## src/inc/wake_irq_pkg.sv

```systemverilog
// package: register map, field positions and carrier types for the wake block
package wake_irq_pkg;
    // register offsets (byte addresses on the plain register port)
    localparam logic [7:0] OFF_WAKE_STS3  = 8'h00;
    localparam logic [7:0] OFF_WAKE_EN3   = 8'h01;
    localparam logic [7:0] OFF_WAKE_STS5  = 8'h02;
    localparam logic [7:0] OFF_WAKE_EN5   = 8'h03;
    localparam logic [7:0] OFF_WAKE_PSTS  = 8'h04;
    localparam logic [7:0] OFF_WAKE_PEN   = 8'h05;
    localparam logic [7:0] OFF_MGMT_STS1  = 8'h06;
    localparam logic [7:0] OFF_MGMT_STS2  = 8'h07;
    localparam logic [7:0] OFF_MGMT_STS3  = 8'h08;
    localparam logic [7:0] OFF_MGMT_EN1   = 8'h09;
    localparam logic [7:0] OFF_MGMT_EN2   = 8'h0a;
    localparam logic [7:0] OFF_MGMT_EN3   = 8'h0b;
    localparam logic [7:0] OFF_MGMT_EN4   = 8'h0c;
    localparam logic [7:0] OFF_GPIO_POL   = 8'h0d;
    localparam logic [7:0] OFF_GPIO_EDGE  = 8'h0e;
    localparam logic [7:0] OFF_WAKE_CTL   = 8'h0f;
    localparam logic [7:0] OFF_MGMT_CTL   = 8'h10;
    localparam logic [7:0] OFF_MGMT_STS4  = 8'h11;
    localparam logic [7:0] OFF_WAKE_STS6  = 8'h12;
    localparam logic [7:0] OFF_WAKE_EN6   = 8'h13;

    // field positions
    localparam int GRP_IRQ_BIT     = 3;
    localparam int EN2_PIN_BIT     = 7;
    localparam int EN2_SERIRQ_BIT  = 6;
    localparam int EN2_WAKE_BIT    = 5;
    localparam int CTL_POL_BIT     = 1;
    localparam int CTL_FUNC_BIT    = 2;
    localparam int CTL_DRV_BIT     = 7;
    localparam int IR_BIT          = 0;

    // reset values: polarity bit clear means active low, bit 7 clear open drain
    localparam logic [7:0] RST_PIN_CTL  = 8'h00;
    localparam logic [7:0] RST_ZERO     = 8'h00;
    localparam logic [7:0] RST_WAKE_EN6 = 8'hff;

    typedef struct packed {
        logic [7:0] addr;
        logic [7:0] wdata;
        logic       wr;
        logic       rd;
    } reg_req_t;

    typedef struct packed {
        logic       out;
        logic       oe;
    } pin_drive_t;

    // drive of a wake or management pin from active flag and control byte
    function automatic pin_drive_t drive_pin(input logic act,
                                             input logic [7:0] ctl);
        pin_drive_t d;
        logic lvl;
        lvl   = act ^ ~ctl[CTL_POL_BIT];
        d.out = lvl;
        d.oe  = ctl[CTL_DRV_BIT] ? 1'b1 : ~lvl;
        return d;
    endfunction
endpackage

```

## src/rtl/wake_and_mgmt_irq_aggregator.sv

```systemverilog
// wake and management interrupt aggregator, one clock domain
`timescale 1ns/1ps
module wake_and_mgmt_irq_aggregator
    import wake_irq_pkg::*;
#(
    parameter int NGPIO = 8,
    parameter int NTACH = 2,
    parameter int NDEV  = 8
) (
    input  wire logic             clock,
    input  wire logic             rst,
    input  wire logic [7:0]       regAddr,
    input  wire logic [7:0]       regWdata,
    input  wire logic             regWr,
    input  wire logic             regRd,
    output logic      [7:0]       regRdata,
    input  wire logic [NGPIO-1:0] gpioIn,
    input  wire logic [NTACH-1:0] tachIn,
    input  wire logic [NDEV-1:0]  devEvent,
    input  wire logic [1:0]       hwmEvent,
    input  wire logic [7:0]       wakePinGpioControl,
    input  wire logic [7:0]       mgmtPinGpioControl,
    output logic                  wakeOutputPinOut,
    output logic                  wakeOutputPinOe,
    output logic                  mgmtIrqOutputPinOut,
    output logic                  mgmtIrqOutputPinOe,
    output logic                  serIrq2Req
);
    // tach polarity shares the low write bits, so at most 8 tach pins
    if (NGPIO != 8 || NTACH < 1 || NTACH > 8 || NDEV != 8) begin : gBadWidths
        $error("unsupported widths");
    end

    localparam int NPIN = NGPIO + NTACH;

    reg_req_t req;
    assign req = '{addr: regAddr, wdata: regWdata, wr: regWr, rd: regRd};

    function automatic logic hit_wr(input reg_req_t r,
                                    input logic [7:0] off);
        return r.wr && r.addr == off;
    endfunction

    logic [NPIN-1:0] pinMeta_ff, pinSync_ff, pinLast_ff;
    logic [NDEV-1:0] devMeta_ff, devSync_ff;
    logic [1:0]      hwmMeta_ff, hwmSync_ff, hwmLast_ff;
    always_ff @(posedge clock) begin
        if (rst) begin
            pinMeta_ff <= '0;
            pinSync_ff <= '0;
            pinLast_ff <= '0;
            devMeta_ff <= '0;
            devSync_ff <= '0;
            hwmMeta_ff <= '0;
            hwmSync_ff <= '0;
            hwmLast_ff <= '0;
        end else begin
            pinMeta_ff <= {tachIn, gpioIn};
            pinSync_ff <= pinMeta_ff;
            pinLast_ff <= pinSync_ff;
            devMeta_ff <= devEvent;
            devSync_ff <= devMeta_ff;
            hwmMeta_ff <= hwmEvent;
            hwmSync_ff <= hwmMeta_ff;
            hwmLast_ff <= hwmSync_ff;
        end
    end

    // control registers
    logic [NPIN-1:0] pinPol_ff;
    logic [NGPIO-1:0] eitherEdgeTrigger_ff;
    logic [7:0] wakeEnable3_ff, wakeEnable5_ff, wakeEnable6_ff;
    logic [7:0] wakePinEnable_ff;
    logic [7:0] mgmtIrqEnable1_ff, mgmtIrqEnable2_ff;
    logic [7:0] mgmtIrqEnable3_ff, mgmtIrqEnable4_ff;
    logic       wakeFuncSel_ff, mgmtFuncSel_ff;
    always_ff @(posedge clock) begin
        if (rst) begin
            pinPol_ff            <= '0;
            eitherEdgeTrigger_ff <= '0;
            wakeEnable3_ff       <= RST_ZERO;
            wakeEnable5_ff       <= RST_ZERO;
            wakeEnable6_ff       <= RST_WAKE_EN6;
            wakePinEnable_ff     <= RST_ZERO;
            mgmtIrqEnable1_ff    <= RST_ZERO;
            mgmtIrqEnable2_ff    <= RST_ZERO;
            mgmtIrqEnable3_ff    <= RST_ZERO;
            mgmtIrqEnable4_ff    <= RST_ZERO;
            // pins start on their gpio function
            wakeFuncSel_ff       <= 1'b0;
            mgmtFuncSel_ff       <= 1'b0;
        end else begin
            if (hit_wr(req, OFF_GPIO_POL))
                pinPol_ff <= NPIN'({regWdata[NTACH-1:0], regWdata});
            if (hit_wr(req, OFF_GPIO_EDGE))
                eitherEdgeTrigger_ff <= regWdata;
            if (hit_wr(req, OFF_WAKE_EN3))  wakeEnable3_ff <= regWdata;
            if (hit_wr(req, OFF_WAKE_EN5))  wakeEnable5_ff <= regWdata;
            if (hit_wr(req, OFF_WAKE_EN6))  wakeEnable6_ff <= regWdata;
            if (hit_wr(req, OFF_WAKE_PEN))  wakePinEnable_ff <= regWdata;
            if (hit_wr(req, OFF_MGMT_EN1))  mgmtIrqEnable1_ff <= regWdata;
            if (hit_wr(req, OFF_MGMT_EN2))  mgmtIrqEnable2_ff <= regWdata;
            if (hit_wr(req, OFF_MGMT_EN3))  mgmtIrqEnable3_ff <= regWdata;
            if (hit_wr(req, OFF_MGMT_EN4))  mgmtIrqEnable4_ff <= regWdata;
            if (hit_wr(req, OFF_WAKE_CTL))
                wakeFuncSel_ff <= regWdata[CTL_FUNC_BIT];
            if (hit_wr(req, OFF_MGMT_CTL))
                mgmtFuncSel_ff <= regWdata[CTL_FUNC_BIT];
        end
    end

    // edge detection on synchronised pins
    logic [NPIN-1:0] rise, fall, pinHit;
    always_comb begin
        rise = pinSync_ff & ~pinLast_ff;
        fall = ~pinSync_ff & pinLast_ff;
        pinHit = (rise & ~pinPol_ff) | (fall & pinPol_ff);
        pinHit[NGPIO-1:0] = pinHit[NGPIO-1:0]
                          | (eitherEdgeTrigger_ff & (rise[NGPIO-1:0]
                          | fall[NGPIO-1:0]));
    end
    logic [1:0] hwmRise;
    assign hwmRise = hwmSync_ff & ~hwmLast_ff;

    // sticky status registers
    logic [7:0] mgmtIrqStatus3_ff, mgmtIrqStatus4_ff;
    logic [7:0] wakeStatus5_ff, wakeStatus6_ff;
    logic [7:0] wakeStatus3Sticky_ff;
    logic [7:0] nxt_mgmtIrqStatus3, nxt_mgmtIrqStatus4;
    logic [7:0] nxt_wakeStatus5, nxt_wakeStatus6, nxt_wakeStatus3;
    logic [7:0] tachSet;
    always_comb begin
        tachSet = '0;
        tachSet[NTACH-1:0] = pinHit[NPIN-1:NGPIO];
        // hardware set is or-ed after the clear, so it wins
        // write one clears gpio management bits
        nxt_mgmtIrqStatus3 = mgmtIrqStatus3_ff;
        if (hit_wr(req, OFF_MGMT_STS3))
            nxt_mgmtIrqStatus3 = nxt_mgmtIrqStatus3 & ~regWdata;
        nxt_mgmtIrqStatus3 = nxt_mgmtIrqStatus3 | pinHit[NGPIO-1:0];
        nxt_mgmtIrqStatus4 = mgmtIrqStatus4_ff;
        if (hit_wr(req, OFF_MGMT_STS4))
            nxt_mgmtIrqStatus4 = nxt_mgmtIrqStatus4 & ~regWdata;
        nxt_mgmtIrqStatus4 = nxt_mgmtIrqStatus4 | tachSet;
        // wake bits sticky until write one
        nxt_wakeStatus5 = wakeStatus5_ff;
        if (hit_wr(req, OFF_WAKE_STS5))
            nxt_wakeStatus5 = nxt_wakeStatus5 & ~regWdata;
        nxt_wakeStatus5 = nxt_wakeStatus5 | pinHit[NGPIO-1:0];
        // monitor events in wake status 6
        nxt_wakeStatus6 = wakeStatus6_ff;
        if (hit_wr(req, OFF_WAKE_STS6))
            nxt_wakeStatus6 = nxt_wakeStatus6 & ~regWdata;
        nxt_wakeStatus6 = nxt_wakeStatus6 | {6'h00, hwmRise};
        nxt_wakeStatus3 = wakeStatus3Sticky_ff;
        if (hit_wr(req, OFF_WAKE_STS3))
            nxt_wakeStatus3 = nxt_wakeStatus3 & ~regWdata;
        nxt_wakeStatus3[GRP_IRQ_BIT] = 1'b0;
    end
    always_ff @(posedge clock) begin
        if (rst) begin
            mgmtIrqStatus3_ff    <= RST_ZERO;
            mgmtIrqStatus4_ff    <= RST_ZERO;
            wakeStatus5_ff       <= RST_ZERO;
            wakeStatus6_ff       <= RST_ZERO;
            wakeStatus3Sticky_ff <= RST_ZERO;
        end else begin
            mgmtIrqStatus3_ff    <= nxt_mgmtIrqStatus3;
            mgmtIrqStatus4_ff    <= nxt_mgmtIrqStatus4;
            wakeStatus5_ff       <= nxt_wakeStatus5;
            wakeStatus6_ff       <= nxt_wakeStatus6;
            wakeStatus3Sticky_ff <= nxt_wakeStatus3;
        end
    end

    // infrared flag: set by source, cleared by status 2 read
    logic infraredEvent_ff;
    always_ff @(posedge clock) begin
        if (rst) begin
            infraredEvent_ff <= 1'b0;
        end else if (devSync_ff[IR_BIT]) begin
            infraredEvent_ff <= 1'b1;
        end else if (regRd && regAddr == OFF_MGMT_STS2) begin
            infraredEvent_ff <= 1'b0;
        end
    end

    // device bits follow source, ir bit too; status 2 shows the ir latch
    logic [7:0] mgmtIrqStatus1, mgmtIrqStatus2;
    always_comb begin
        mgmtIrqStatus1 = devSync_ff;
        mgmtIrqStatus2 = 8'h00;
        mgmtIrqStatus2[IR_BIT] = infraredEvent_ff;
    end

    // group irq from all enabled sources
    logic groupIrq;
    always_comb begin
        groupIrq = |(mgmtIrqStatus1 & mgmtIrqEnable1_ff)
            | |(mgmtIrqStatus2[IR_BIT] & mgmtIrqEnable2_ff[IR_BIT])
            | |(mgmtIrqStatus3_ff & mgmtIrqEnable3_ff)
            | |(mgmtIrqStatus4_ff & mgmtIrqEnable4_ff);
    end

    // group irq reflected in wake status 3
    logic [7:0] wakeStatus3;
    always_comb begin
        wakeStatus3 = wakeStatus3Sticky_ff;
        wakeStatus3[GRP_IRQ_BIT] = groupIrq
                                 & mgmtIrqEnable2_ff[EN2_WAKE_BIT];
    end

    // enabled wake status sets pin status
    logic wakeAny;
    assign wakeAny = |(wakeStatus3 & wakeEnable3_ff)
                   | |(wakeStatus5_ff & wakeEnable5_ff)
                   | |(wakeStatus6_ff & wakeEnable6_ff);

    logic wakePinStatus_ff;
    always_ff @(posedge clock) begin
        if (rst) begin
            wakePinStatus_ff <= 1'b0;
        end else if (wakeAny) begin
            wakePinStatus_ff <= 1'b1;
        end else if (hit_wr(req, OFF_WAKE_PSTS) && regWdata[0]) begin
            wakePinStatus_ff <= 1'b0;
        end
    end

    // pin drivers; pins idle released until their function is chosen
    pin_drive_t wakeDrv, mgmtDrv;
    always_comb begin
        // wake asserted from pin status and enable
        // polarity and driver from control byte
        wakeDrv = drive_pin(wakePinStatus_ff & wakePinEnable_ff[0],
                            wakePinGpioControl);
        if (!wakeFuncSel_ff) wakeDrv = '{out: 1'b0, oe: 1'b0};
        // management pin gated by enable 2 bit 7
        mgmtDrv = drive_pin(groupIrq & mgmtIrqEnable2_ff[EN2_PIN_BIT],
                            mgmtPinGpioControl);
        if (!mgmtFuncSel_ff) mgmtDrv = '{out: 1'b0, oe: 1'b0};
    end
    always_ff @(posedge clock) begin
        if (rst) begin
            wakeOutputPinOut    <= 1'b0;
            wakeOutputPinOe     <= 1'b0;
            mgmtIrqOutputPinOut <= 1'b0;
            mgmtIrqOutputPinOe  <= 1'b0;
            serIrq2Req          <= 1'b0;
        end else begin
            wakeOutputPinOut    <= wakeDrv.out;
            wakeOutputPinOe     <= wakeDrv.oe;
            mgmtIrqOutputPinOut <= mgmtDrv.out;
            mgmtIrqOutputPinOe  <= mgmtDrv.oe;
            // route to serial irq channel 2
            serIrq2Req <= groupIrq & mgmtIrqEnable2_ff[EN2_SERIRQ_BIT];
        end
    end

    // read port; data stand the cycle after the strobe only
    logic [7:0] rdMux;
    always_comb begin
        case (regAddr)
            OFF_WAKE_STS3: rdMux = wakeStatus3;
            OFF_WAKE_EN3:  rdMux = wakeEnable3_ff;
            OFF_WAKE_STS5: rdMux = wakeStatus5_ff;
            OFF_WAKE_EN5:  rdMux = wakeEnable5_ff;
            OFF_WAKE_STS6: rdMux = wakeStatus6_ff;
            OFF_WAKE_EN6:  rdMux = wakeEnable6_ff;
            OFF_WAKE_PSTS: rdMux = {7'h00, wakePinStatus_ff};
            OFF_WAKE_PEN:  rdMux = wakePinEnable_ff;
            OFF_MGMT_STS1: rdMux = mgmtIrqStatus1;
            OFF_MGMT_STS2: rdMux = mgmtIrqStatus2;
            OFF_MGMT_STS3: rdMux = mgmtIrqStatus3_ff;
            OFF_MGMT_STS4: rdMux = mgmtIrqStatus4_ff;
            OFF_MGMT_EN1:  rdMux = mgmtIrqEnable1_ff;
            OFF_MGMT_EN2:  rdMux = mgmtIrqEnable2_ff;
            OFF_MGMT_EN3:  rdMux = mgmtIrqEnable3_ff;
            OFF_MGMT_EN4:  rdMux = mgmtIrqEnable4_ff;
            OFF_GPIO_POL:  rdMux = pinPol_ff[7:0];
            OFF_GPIO_EDGE: rdMux = eitherEdgeTrigger_ff;
            OFF_WAKE_CTL:  rdMux = {5'h00, wakeFuncSel_ff, 2'h0};
            OFF_MGMT_CTL:  rdMux = {5'h00, mgmtFuncSel_ff, 2'h0};
            default:       rdMux = 8'h00;
        endcase
    end
    always_ff @(posedge clock) begin
        if (rst) begin
            regRdata <= 8'h00;
        end else if (regRd) begin
            regRdata <= rdMux;
        end else begin
            regRdata <= 8'h00;
        end
    end
endmodule

```

## config.mk

```make
export PLATFORM = sky130hd
export DESIGN_NAME = wake_and_mgmt_irq_aggregator
export DESIGN_NICKNAME = d
export VERILOG_FILES = /design/src/inc/wake_irq_pkg.sv /design/src/rtl/wake_and_mgmt_irq_aggregator.sv
export SDC_FILE = /design/constraint.sdc
export NUM_CORES = 1
export LEC_CHECK = 0
export CORE_MARGIN = 2
export CORE_UTILIZATION = 65
export DETAILED_ROUTE_END_ITERATION = 10
export DONT_BUFFER_PORTS = 1
export PLACE_DENSITY_LB_ADDON = 0.15
export SLEW_MARGIN = 20
export SYNTH_ARGS = -nofsm -noshare
export SYNTH_HDL_FRONTEND = slang
export SYNTH_SLANG_ARGS = --single-unit
```

## constraint.sdc

```tcl
create_clock -name clock -period 4.8 [get_ports clock]
set_input_delay 0.96 -clock clock [delete_from_list [all_inputs] [get_ports clock]]
set_output_delay 0.96 -clock clock [all_outputs]
set_load 0.02 [all_outputs]
```

==> run_results.csv, run 1 <==
group,metric,value,unit
outcome,run_status,"completed",
critical_path,path_max_fanout,37,
detailed_routing,drc_errors,0,
finish,syn2layout_area_growth,7.22,%
finish,fillers,941,
clock_network,clk_latency,0.45,ns
finish,drive_gt1_frac,0.0694,
run,cap_viol_max_count,0,
timing,hold_viol,0,
power,worst_ir_drop_vdd,0.334,mV
synthesis,synth_top_area_share,0.463,
clock_network,ctsResizeCount,0,
timing,grt_setup_unrepaired,"false",
placed_design,dp_hpwl,17600,µm
detailed_routing,wl_per_cell,24.8,µm
placed_design,numPortBuffers,0,
timing,finClkSkew,0.0116,ns
hold_path,min-delay-path-class,"reg2reg",
finish,nets,967,
hold_path,worstHoldPathCells,1,
synthesis,yosysWarnings,0,
timing,fin_crit_sh,0.563,
floorplanning,die_w,116,µm
synthesis,synth_fp_nets,1010,
clock_network,cts_buffer_depth,2,
placed_design,dpl.cell_count,1044,
grt,grt_pass1_wl,40600,µm
detailed_routing,drtIter0Drc,1315,
detailed_routing,detail_route.wirelength,26700,µm
clock_network,numCtsBuffers,17,
detailed_routing,firstDrtPassIters,8,
clock_network,root_buffer,"clkbuf_16",
clock_network,clk_pin_slew,0.07,ns
timing,finalCriticalPeriod,2.70,ns
floorplanning,fp.dieArea,13400,µm²
synthesis,synth_seq_area_share,0.463,
floorplanning,rows,40,
finish,regArea,3760,µm²
synthesis,ys.flop_type,"dfxtp_1",
power,power_density,364,nW/µm²
finish,multiInputGateArea,3950,µm²
timing,final.setup.worst_slack,2.10,ns
critical_path,r2r-end,"regRdata[3]",
synthesis,synth_area_leader_cell,"dfxtp_1",
power,leakage,3.04,nW
critical_path,crit_type,"in2reg",
placed_design,place.gp.congestion,1.03,
grt,grt_pass1_vias,6955,
synthesis,synth_cells,938,
grt,grt_max_degree,153,
timing,tightest_slew,0.995,ns
grt,antenna_found_initial,1,
synthesis,ys_types,57,
clock_network,postCtsSetupRepairBufs,0,
detailed_routing,vias,7501,
critical_path,worstPathArrival,3.08,ns
grt,grt_use_total,0.412,
critical_path,rrSetupSlack,3.06,ns
critical_path,critPathLaunchType,"primary input",
timing,relSlewSlack,0.334,
critical_path,cp.required,5.18,ns
timing,max_freq,370,MHz
hold_path,min_from,"devMeta_ff[6]",
synthesis,synth_edf_count,0,
finish,antenna_cells,0,
clock_network,cts_tree,"built",
floorplanning,coreArea,12100,µm²
hold_path,worst_hold_path.endpoint,"devSync_ff[6]",
synthesis,async_reset_ff_frac,0,
floorplanning,die_h,116,µm
critical_path,worst_r2r_startpoint,"wakeEnable3_ff[3]",
synthesis,syn_area,8130,µm²
floorplanning,io_pins,69,
timing,setup_viol,0,
clock_network,cts_sinks,188,
critical_path,end_kind,"flip-flop",
detailed_routing,ant_nets,0,
grt,grt.overflow.total,0,
timing,fin_setup_tns,0,ns
clock_network,cts.htree.levels,4,
timing,finalMaxSlewViolations,0,
finish,reg_top3,"pinLast_ff x10, pinMeta_ff x10, pinSync_ff x10",
detailed_routing,via_per_inst,6.97,
synthesis,synth_area_leaders,"dfxtp_1, a21oi_1, o21ai_0",
placed_design,dpl_worst_slack,1.79,ns
synthesis,ys_ff_latch,188,
critical_path,reg2reg_depth,5,
synthesis,syn_area_per_cell,8.67,µm²
finish,fin_cells,1076,
floorplanning,initial_utilization,0.671,
clock_network,hold_buffers,0,
==> synthesized netlist by cell type (all sizes together), types with 16 or more instances <==
cell / number
dfxtp: 188
nand2: 110
a21oi: 97
o21ai: 90
nor2b: 68
clkbuf: 52
nor2: 46
inv: 36
a22oi: 32
buf: 18
ha: 16
o311a: 16
==> layer usage <==
metal / routed length (µm) / track usage / up-vias
met5: 13 / 0 / -
met4: 1570 / 0.202 / 2
met3: 3710 / 0.149 / 141
met2: 11500 / 0.607 / 625
met1: 9930 / 0.538 / 3468
li1: - / - / 3265
==> cell type report <==
type,count,area share
clock inverter,12,0.0172
inverter,37,0.0159
multi-input combinational,643,0.453
tap,168,0.0241
clock buffer,20,0.0512
timing repair buffer,8,0.00689
sequential,188,0.432
==> how the worst max path moves through the flow <==
stage               depth (start not counted)  startpoint  slack, ns                      end
floorplan                                   5  regAddr[7]       2.46        wakeStatus5_ff[2]
global placement                            6  regAddr[7]       1.80        wakeEnable3_ff[1]
detailed placement                          6  regAddr[7]       1.79        wakeEnable3_ff[1]
CTS                                         6  regAddr[7]       2.23        wakeEnable3_ff[1]
global route                                6  regAddr[7]       2.03  eitherEdgeTrigger_ff[4]
finish                                      5  regAddr[1]       2.10        wakeEnable5_ff[2]
==> power by group <==
group	total (mW)	switching, mW	internal [mW]
Sequential	1.61	0.0212	1.59
Combinational	0.123	0.0758	0.0472
Clock	1.44	0.648	0.796
==> layout by cell type, fill, tap and decap left out, types with 6 or more instances in the layout <==
| master | netlist | layout |
|---|---|---|
| dfxtp_1 | 188 | 188 |
| nand2_1 | 109 | 109 |
| inv_1 | 36 | 36 |
| a22oi_1 | 32 | 32 |
| a211oi_1 | 6 | 6 |
| a22o_1 | 11 | 11 |
| o32ai_1 | 6 | 6 |
| o211ai_1 | 9 | 9 |
| nor2b_1 | 68 | 68 |
| buf_4 | 0 | 8 |
| ha_1 | 16 | 16 |
| a21oi_1 | 97 | 97 |
| clkbuf_16 | 0 | 17 |
| nand3_1 | 14 | 14 |
| a221oi_1 | 15 | 15 |
| mux2_2 | 15 | 15 |
| o311a_1 | 16 | 16 |
| mux2i_1 | 11 | 11 |
| nor2_1 | 46 | 46 |
| a31oi_1 | 11 | 11 |
| o21ai_0 | 90 | 90 |
==> logic make-up (layout without fill, tap and decap cells) <==
family                   after synthesis  count (layout)  share of synthesized area
flip-flops                           188             188                      0.463
multiplexers                          29              29                     0.0426
AO/OA/AOI/OAI                        318             318                      0.246
adder cells (fa/ha/maj)               16              16                     0.0246
buffers and inverters                107              77                     0.0515
XOR/XNOR                               1               1                    0.00108
AND/OR/NAND/NOR                      279             279                      0.171
==> critical path: stages <==
cell and delay [ns]:
and2_1 0.46, nand2_1 0.58, nor2_1 0.76, nand2_1 0.12, a21oi_1 0.17
==> per-stage QoR <==
stage	power, mW	utilization	cell area, µm²	hold slack [ns]
6_report	3.18	0.720	8720	0.436
2_1_floorplan	1.76	-	8130	0.414
5_1_grt	3.25	0.720	8720	0.449
3_5_place_dp	1.76	0.671	8120	0.423
3_3_place_gp	1.76	0.671	8120	0.417
4_1_cts	3.17	0.720	8720	0.440
(Power assumes the default switching activity.)
==> run 2, diff against run 1 <==
--- a/config.mk
+++ b/config.mk
@@ -6,7 +6,7 @@
 export NUM_CORES = 1
 export LEC_CHECK = 0
 export CORE_MARGIN = 2
-export CORE_UTILIZATION = 65
+export CORE_UTILIZATION = 63
 export DETAILED_ROUTE_END_ITERATION = 10
 export DONT_BUFFER_PORTS = 1
 export PLACE_DENSITY_LB_ADDON = 0.15
==> constraint.sdc (replaced) <==
create_clock -name clock -period 2.67 [get_ports clock]
set_input_delay 0.534 -clock clock [delete_from_list [all_inputs] [get_ports clock]]
set_output_delay 0.534 -clock clock [all_outputs]
set_load 0.02 [all_outputs]
==> run 2 against run 1 <==
Compared with the run above: critical endpoint is now pinPol_ff[8]; cell area increased by 2.2%; cell count rose by 2.3%; global-route usage down 1.1 points; combinational power increased by 89%; setup slack got worse by 1.4 ns.
==> run_results.csv, run 2 (synthesis results as in run 1) <==
group,metric,value,unit
outcome,run_status,"completed",
power,pwr-share-seq,0.504,
timing,relSlewSlack,0.497,
grt,grt_pass1_wl,42000,µm
detailed_routing,drc_errors,0,
finish,fillers,1018,
finish,utilization,0.706,
power,power.share.combinational,0.040,
clock_network,cts_tree,"built",
clock_network,clk_latency,0.45,ns
critical_path,worstPathCellList,"nor4_2, buf_12, nand2_1, nor2_1, nand2_1, a21oi_1",
finish,syn2layout_area_growth,9.58,%
clock_network,ctsResizeCount,0,
grt,grt_use_total,0.401,
critical_path,cp_num_buf_inv,1,
power,power_density,644,nW/µm²
critical_path,cpLargestDelayFamily,"simple AND/OR/NAND/NOR gates",
clock_network,postCtsSetupRepairBufs,0,
timing,fin_setup_tns,0,ns
detailed_routing,drtIter0Drc,1269,
finish,antenna_cells,0,
clock_network,hold_buffers,0,
timing,setup_viol,0,
timing,hold-worst-slack,0.148,ns
floorplanning,fp.dieArea,13800,µm²
floorplanning,coreArea,12600,µm²
critical_path,worstPathArrival,2.37,ns
finish,final_common_cell,"dfxtp_1",
detailed_routing,firstDrtPassIters,7,
grt,grt_max_degree,153,
critical_path,crit_top_cell,"nand2_1",
detailed_routing,ant_nets,0,
floorplanning,io_pins,69,
clock_network,clk_pin_slew,0.07,ns
floorplanning,die_h,118,µm
placed_design,place.gp.congestion,1.03,
power,power,5.74,mW
detailed_routing,vias,7634,
critical_path,path_max_fanout,16,
critical_path,slowest_stage,"nor2_1",
critical_path,slowest_delay,0.66,ns
clock_network,cts.htree.levels,4,
placed_design,dpl-instance-area,8310,µm²
timing,fin_crit_sh,0.743,
power,clockPowerShare,0.455,
timing,finalCriticalPeriod,1.98,ns
timing,hold_viol,0,
floorplanning,rows,41,
grt,grt_pass1_vias,7056,
clock_network,cts_sinks,188,
critical_path,crit_type,"in2reg",
placed_design,numPortBuffers,0,
power,switchingPower,1.34,mW
timing,finClkSkew,0.00837,ns
power,worst_ir_drop_vdd,0.571,mV
finish,stdcell_area,8910,µm²
timing,tightest_slew,0.754,ns
clock_network,cts_buffer_depth,2,
floorplanning,initial_utilization,0.644,
critical_path,critPathLaunchType,"primary input",
finish,reg_top3,"pinLast_ff x10, pinMeta_ff x10, pinSync_ff x10",
critical_path,end_kind,"flip-flop",
run,cap_viol_max_count,0,
finish,drive_gt1_frac,0.0926,
power,swShare,0.233,
finish,layout_common_cells,"dfxtp_1, nand2_1, a21oi_1, o21ai_0, nor2b_1",
grt,grt.overflow.total,0,
timing,grt_setup_unrepaired,"false",
detailed_routing,via_per_inst,6.93,
finish,nets,989,
critical_path,cp.required,3.05,ns
clock_network,root_buffer,"clkbuf_16",
detailed_routing,wl_per_cell,25.1,µm
detailed_routing,detail_route.wirelength,27600,µm
grt,antenna_found_initial,0,
power,leakage,3.15,nW
timing,max_freq,504,MHz
hold_path,min-delay-path-class,"in2reg",
clock_network,numCtsBuffers,17,
floorplanning,die_w,118,µm
power,p_int,4.40,mW
placed_design,dp_hpwl,19000,µm
timing,finalMaxSlewViolations,0,
[run 2: changes by cell type in the layout (fill, tap and decap cells not counted), sizes merged]
cell and delta:
buf +22, clkbuf -1, clkinvlp +1, inv -1
[run 2: per-layer routing]
| layer | GRT usage | share of wire |
|---|---|---|
| met1 | 0.517 | 0.38 |
| met2 | 0.615 | 0.44 |
| met3 | 0.0945 | 0.11 |
| met4 | 0.239 | 0.065 |
| met5 | 0 | 0 |
[run 2: worst paths after layout]
path,startpoint,to,slack (ns),cells after the start
max,regAddr[7],pinPol_ff[8],0.69,6
min,rst,pinLast_ff[1],0.15,1
max reg2reg,devSync_ff[5],mgmtIrqOutputPinOut,0.94,5
min reg2reg,hwmMeta_ff[0],hwmSync_ff[0],0.44,1
[run 2: power groups by stage]
stage	logic, mW	clock network [mW]	registers (mW)
after floorplan	0.227	0	2.94
after global placement	0.214	0	2.95
after detailed placement	0.222	0	2.96
after CTS	0.225	2.62	2.89
after global routing	0.247	2.72	2.90
final	0.232	2.61	2.89
[run 2: cell type report]
type | instances | area (µm²) | share of cell area
multi-input cells | 643 | 3950 | 0.443
flip-flops and latches | 188 | 3760 | 0.422
clock buffers | 19 | 453 | 0.0508
repair buffers | 30 | 238 | 0.0267
well taps | 172 | 215 | 0.0241
clock inverters | 12 | 154 | 0.0173
inverters | 37 | 139 | 0.0156
[run 2: per-stage QoR]
stage          worst slack (ns)  cells
2_1_floorplan             0.759    938
3_3_place_gp              0.385   1070
3_5_place_dp              0.325   1070
4_1_cts                   0.749   1101
5_1_grt                   0.589   1101
6_report                  0.687   1101
==> run 3, diff against run 2 <==
==> constraint.sdc (replaced) <==
create_clock -name clock -period 1.95 [get_ports clock]
set_input_delay 0.39 -clock clock [delete_from_list [all_inputs] [get_ports clock]]
set_output_delay 0.39 -clock clock [all_outputs]
set_load 0.02 [all_outputs]
==> run 3 against run 2 <==
Compared with the run above: core utilization increased by 1.2 points; total power increased by 40%; critical path type is now reg2reg; first-iteration DRC count decreased by 3.1%; critical endpoint is now mgmtIrqOutputPinOut; cell count increased by 1.5%; clock power increased by 43%; combinational power increased by 42%; clock skew increased by 0.0031 ns; largest power group unchanged.
==> run_results.csv, run 3 (synthesis results as in run 1) <==
group,metric,value,unit
outcome,run_status,"completed",
floorplanning,initial_utilization,0.644,
clock_network,hold_buffers,0,
finish,fillers,971,
critical_path,slowest_delay,0.46,ns
timing,fin_setup_tns,0,ns
floorplanning,fp.dieArea,13800,µm²
timing,finalCriticalPeriod,1.76,ns
critical_path,cp.required,2.28,ns
clock_network,cts_sinks,188,
placed_design,dpl-instance-area,8430,µm²
floorplanning,die_h,118,µm
critical_path,worst_r2r_startpoint,"mgmtIrqEnable1_ff[5]",
grt,grt_pass1_wl,43800,µm
detailed_routing,firstDrtPassIters,6,
detailed_routing,via_per_inst,6.95,
grt,antenna_found_initial,0,
clock_network,cts_tree,"built",
floorplanning,io_pins,69,
critical_path,cpLargestDelayFamily,"compound AO/OA/AOI/OAI gates",
floorplanning,die_w,118,µm
clock_network,cts.htree.levels,4,
hold_path,min-delay-path-class,"in2reg",
finish,final_common_cell,"dfxtp_1",
finish,drive_gt1_frac,0.107,
floorplanning,coreArea,12600,µm²
critical_path,path_max_fanout,6,
timing,grt_setup_unrepaired,"false",
finish,layout_common_cells,"dfxtp_1, nand2_1, a21oi_1, o21ai_0, nor2b_1",
critical_path,cp_num_buf_inv,0,
run,cap_viol_max_count,0,
placed_design,place.gp.congestion,0.997,
finish,stdcell_area,9070,µm²
timing,tightest_slew,0.921,ns
timing,max_freq,567,MHz
clock_network,clk_latency,0.45,ns
detailed_routing,wl_per_cell,25.7,µm
clock_network,postCtsSetupRepairBufs,0,
critical_path,slowest_stage,"and3_1",
timing,relSlewSlack,0.383,
clock_network,numCtsBuffers,17,
timing,finClkSkew,0.0115,ns
clock_network,ctsResizeCount,0,
detailed_routing,drc_errors,0,
grt,grt_pass1_vias,7425,
grt,grt_max_degree,153,
hold_path,min_from,"rst",
clock_network,root_buffer,"clkbuf_16",
critical_path,end_kind,"flip-flop",
critical_path,crit_type,"reg2reg",
detailed_routing,ant_nets,0,
critical_path,worstPathArrival,2.09,ns
timing,finalMaxSlewViolations,0,
floorplanning,rows,41,
placed_design,numPortBuffers,0,
detailed_routing,vias,7766,
clock_network,cts_buffer_depth,2,
timing,fin_crit_sh,0.905,
clock_network,clk_pin_slew,0.07,ns
critical_path,worstPathCellList,"a22o_1, a221oi_1, and3_1, a21boi_0, mux2i_1",
placed_design,dp_hpwl,19500,µm
finish,nets,1005,
finish,antenna_cells,0,
timing,setup_viol,0,
power,worst_ir_drop_vdd,1.09,mV
detailed_routing,drtIter0Drc,1230,
grt,grt_use_total,0.417,
power,power_density,884,nW/µm²
grt,grt.overflow.total,0,
power,leakage,3.25,nW
critical_path,critPathLaunchType,"flip-flop",
finish,syn2layout_area_growth,11.5,%
timing,hold_viol,0,
critical_path,startpoint,"mgmtIrqEnable1_ff[5]",
finish,reg_top3,"pinLast_ff x10, pinMeta_ff x10, pinSync_ff x10",
detailed_routing,detail_route.wirelength,28700,µm
==> run 3: path summary, 6_finish.rpt <==
| kind | endpoint | slack (ns) | depth (start not counted) |
|---|---|---|---|
| worst min-delay path | devMeta_ff[1] | 0.01 | 1 |
| worst max register to register | mgmtIrqOutputPinOut | 0.19 | 5 |
| worst min register to register | pinSync_ff[9] | 0.44 | 1 |
| worst max-delay path | mgmtIrqOutputPinOut | 0.19 | 5 |
==> run 3: final cells by class <==
class | count | area, µm² | share of cell area
clock buffers | 18 | 429 | 0.0473
clock inverters | 14 | 196 | 0.0217
inverters | 37 | 139 | 0.0153
multi-input cells | 643 | 3950 | 0.436
flip-flops and latches | 188 | 3760 | 0.415
well taps | 172 | 215 | 0.0237
repair buffers | 46 | 373 | 0.0411
==> run 3: metal layers <==
metal / GRT usage / part of all wire / up-vias
met5: 0 / 0 / -
met2: 0.647 / 0.45 / 624
met3: 0.0916 / 0.11 / 144
li1: - / - / 3339
met1: 0.533 / 0.38 / 3659
met4: 0.252 / 0.067 / 0
==> run 3: stage by stage <==
stage / power (mW) / hold slack (ns) / std cells / util / setup slack, ns
2_1_floorplan: 4.33 / 0.414 / 938 / - / 0.183
3_3_place_gp: 4.35 / 0.417 / 1085 / 0.668 / 0.0609
3_5_place_dp: 4.36 / 0.425 / 1085 / 0.668 / -0.00479
4_1_cts: 8.00 / 0.00648 / 1117 / 0.718 / 0.229
5_1_grt: 8.19 / -0.00205 / 1118 / 0.718 / 0.0829
6_report: 8.01 / 0.0116 / 1118 / 0.718 / 0.186
==> run 3: where the power goes <==
part,internal [mW],switching [mW]
clock,2.08,1.64
combinational,0.133,0.196
sequential,3.91,0.0536
total,6.12,1.89
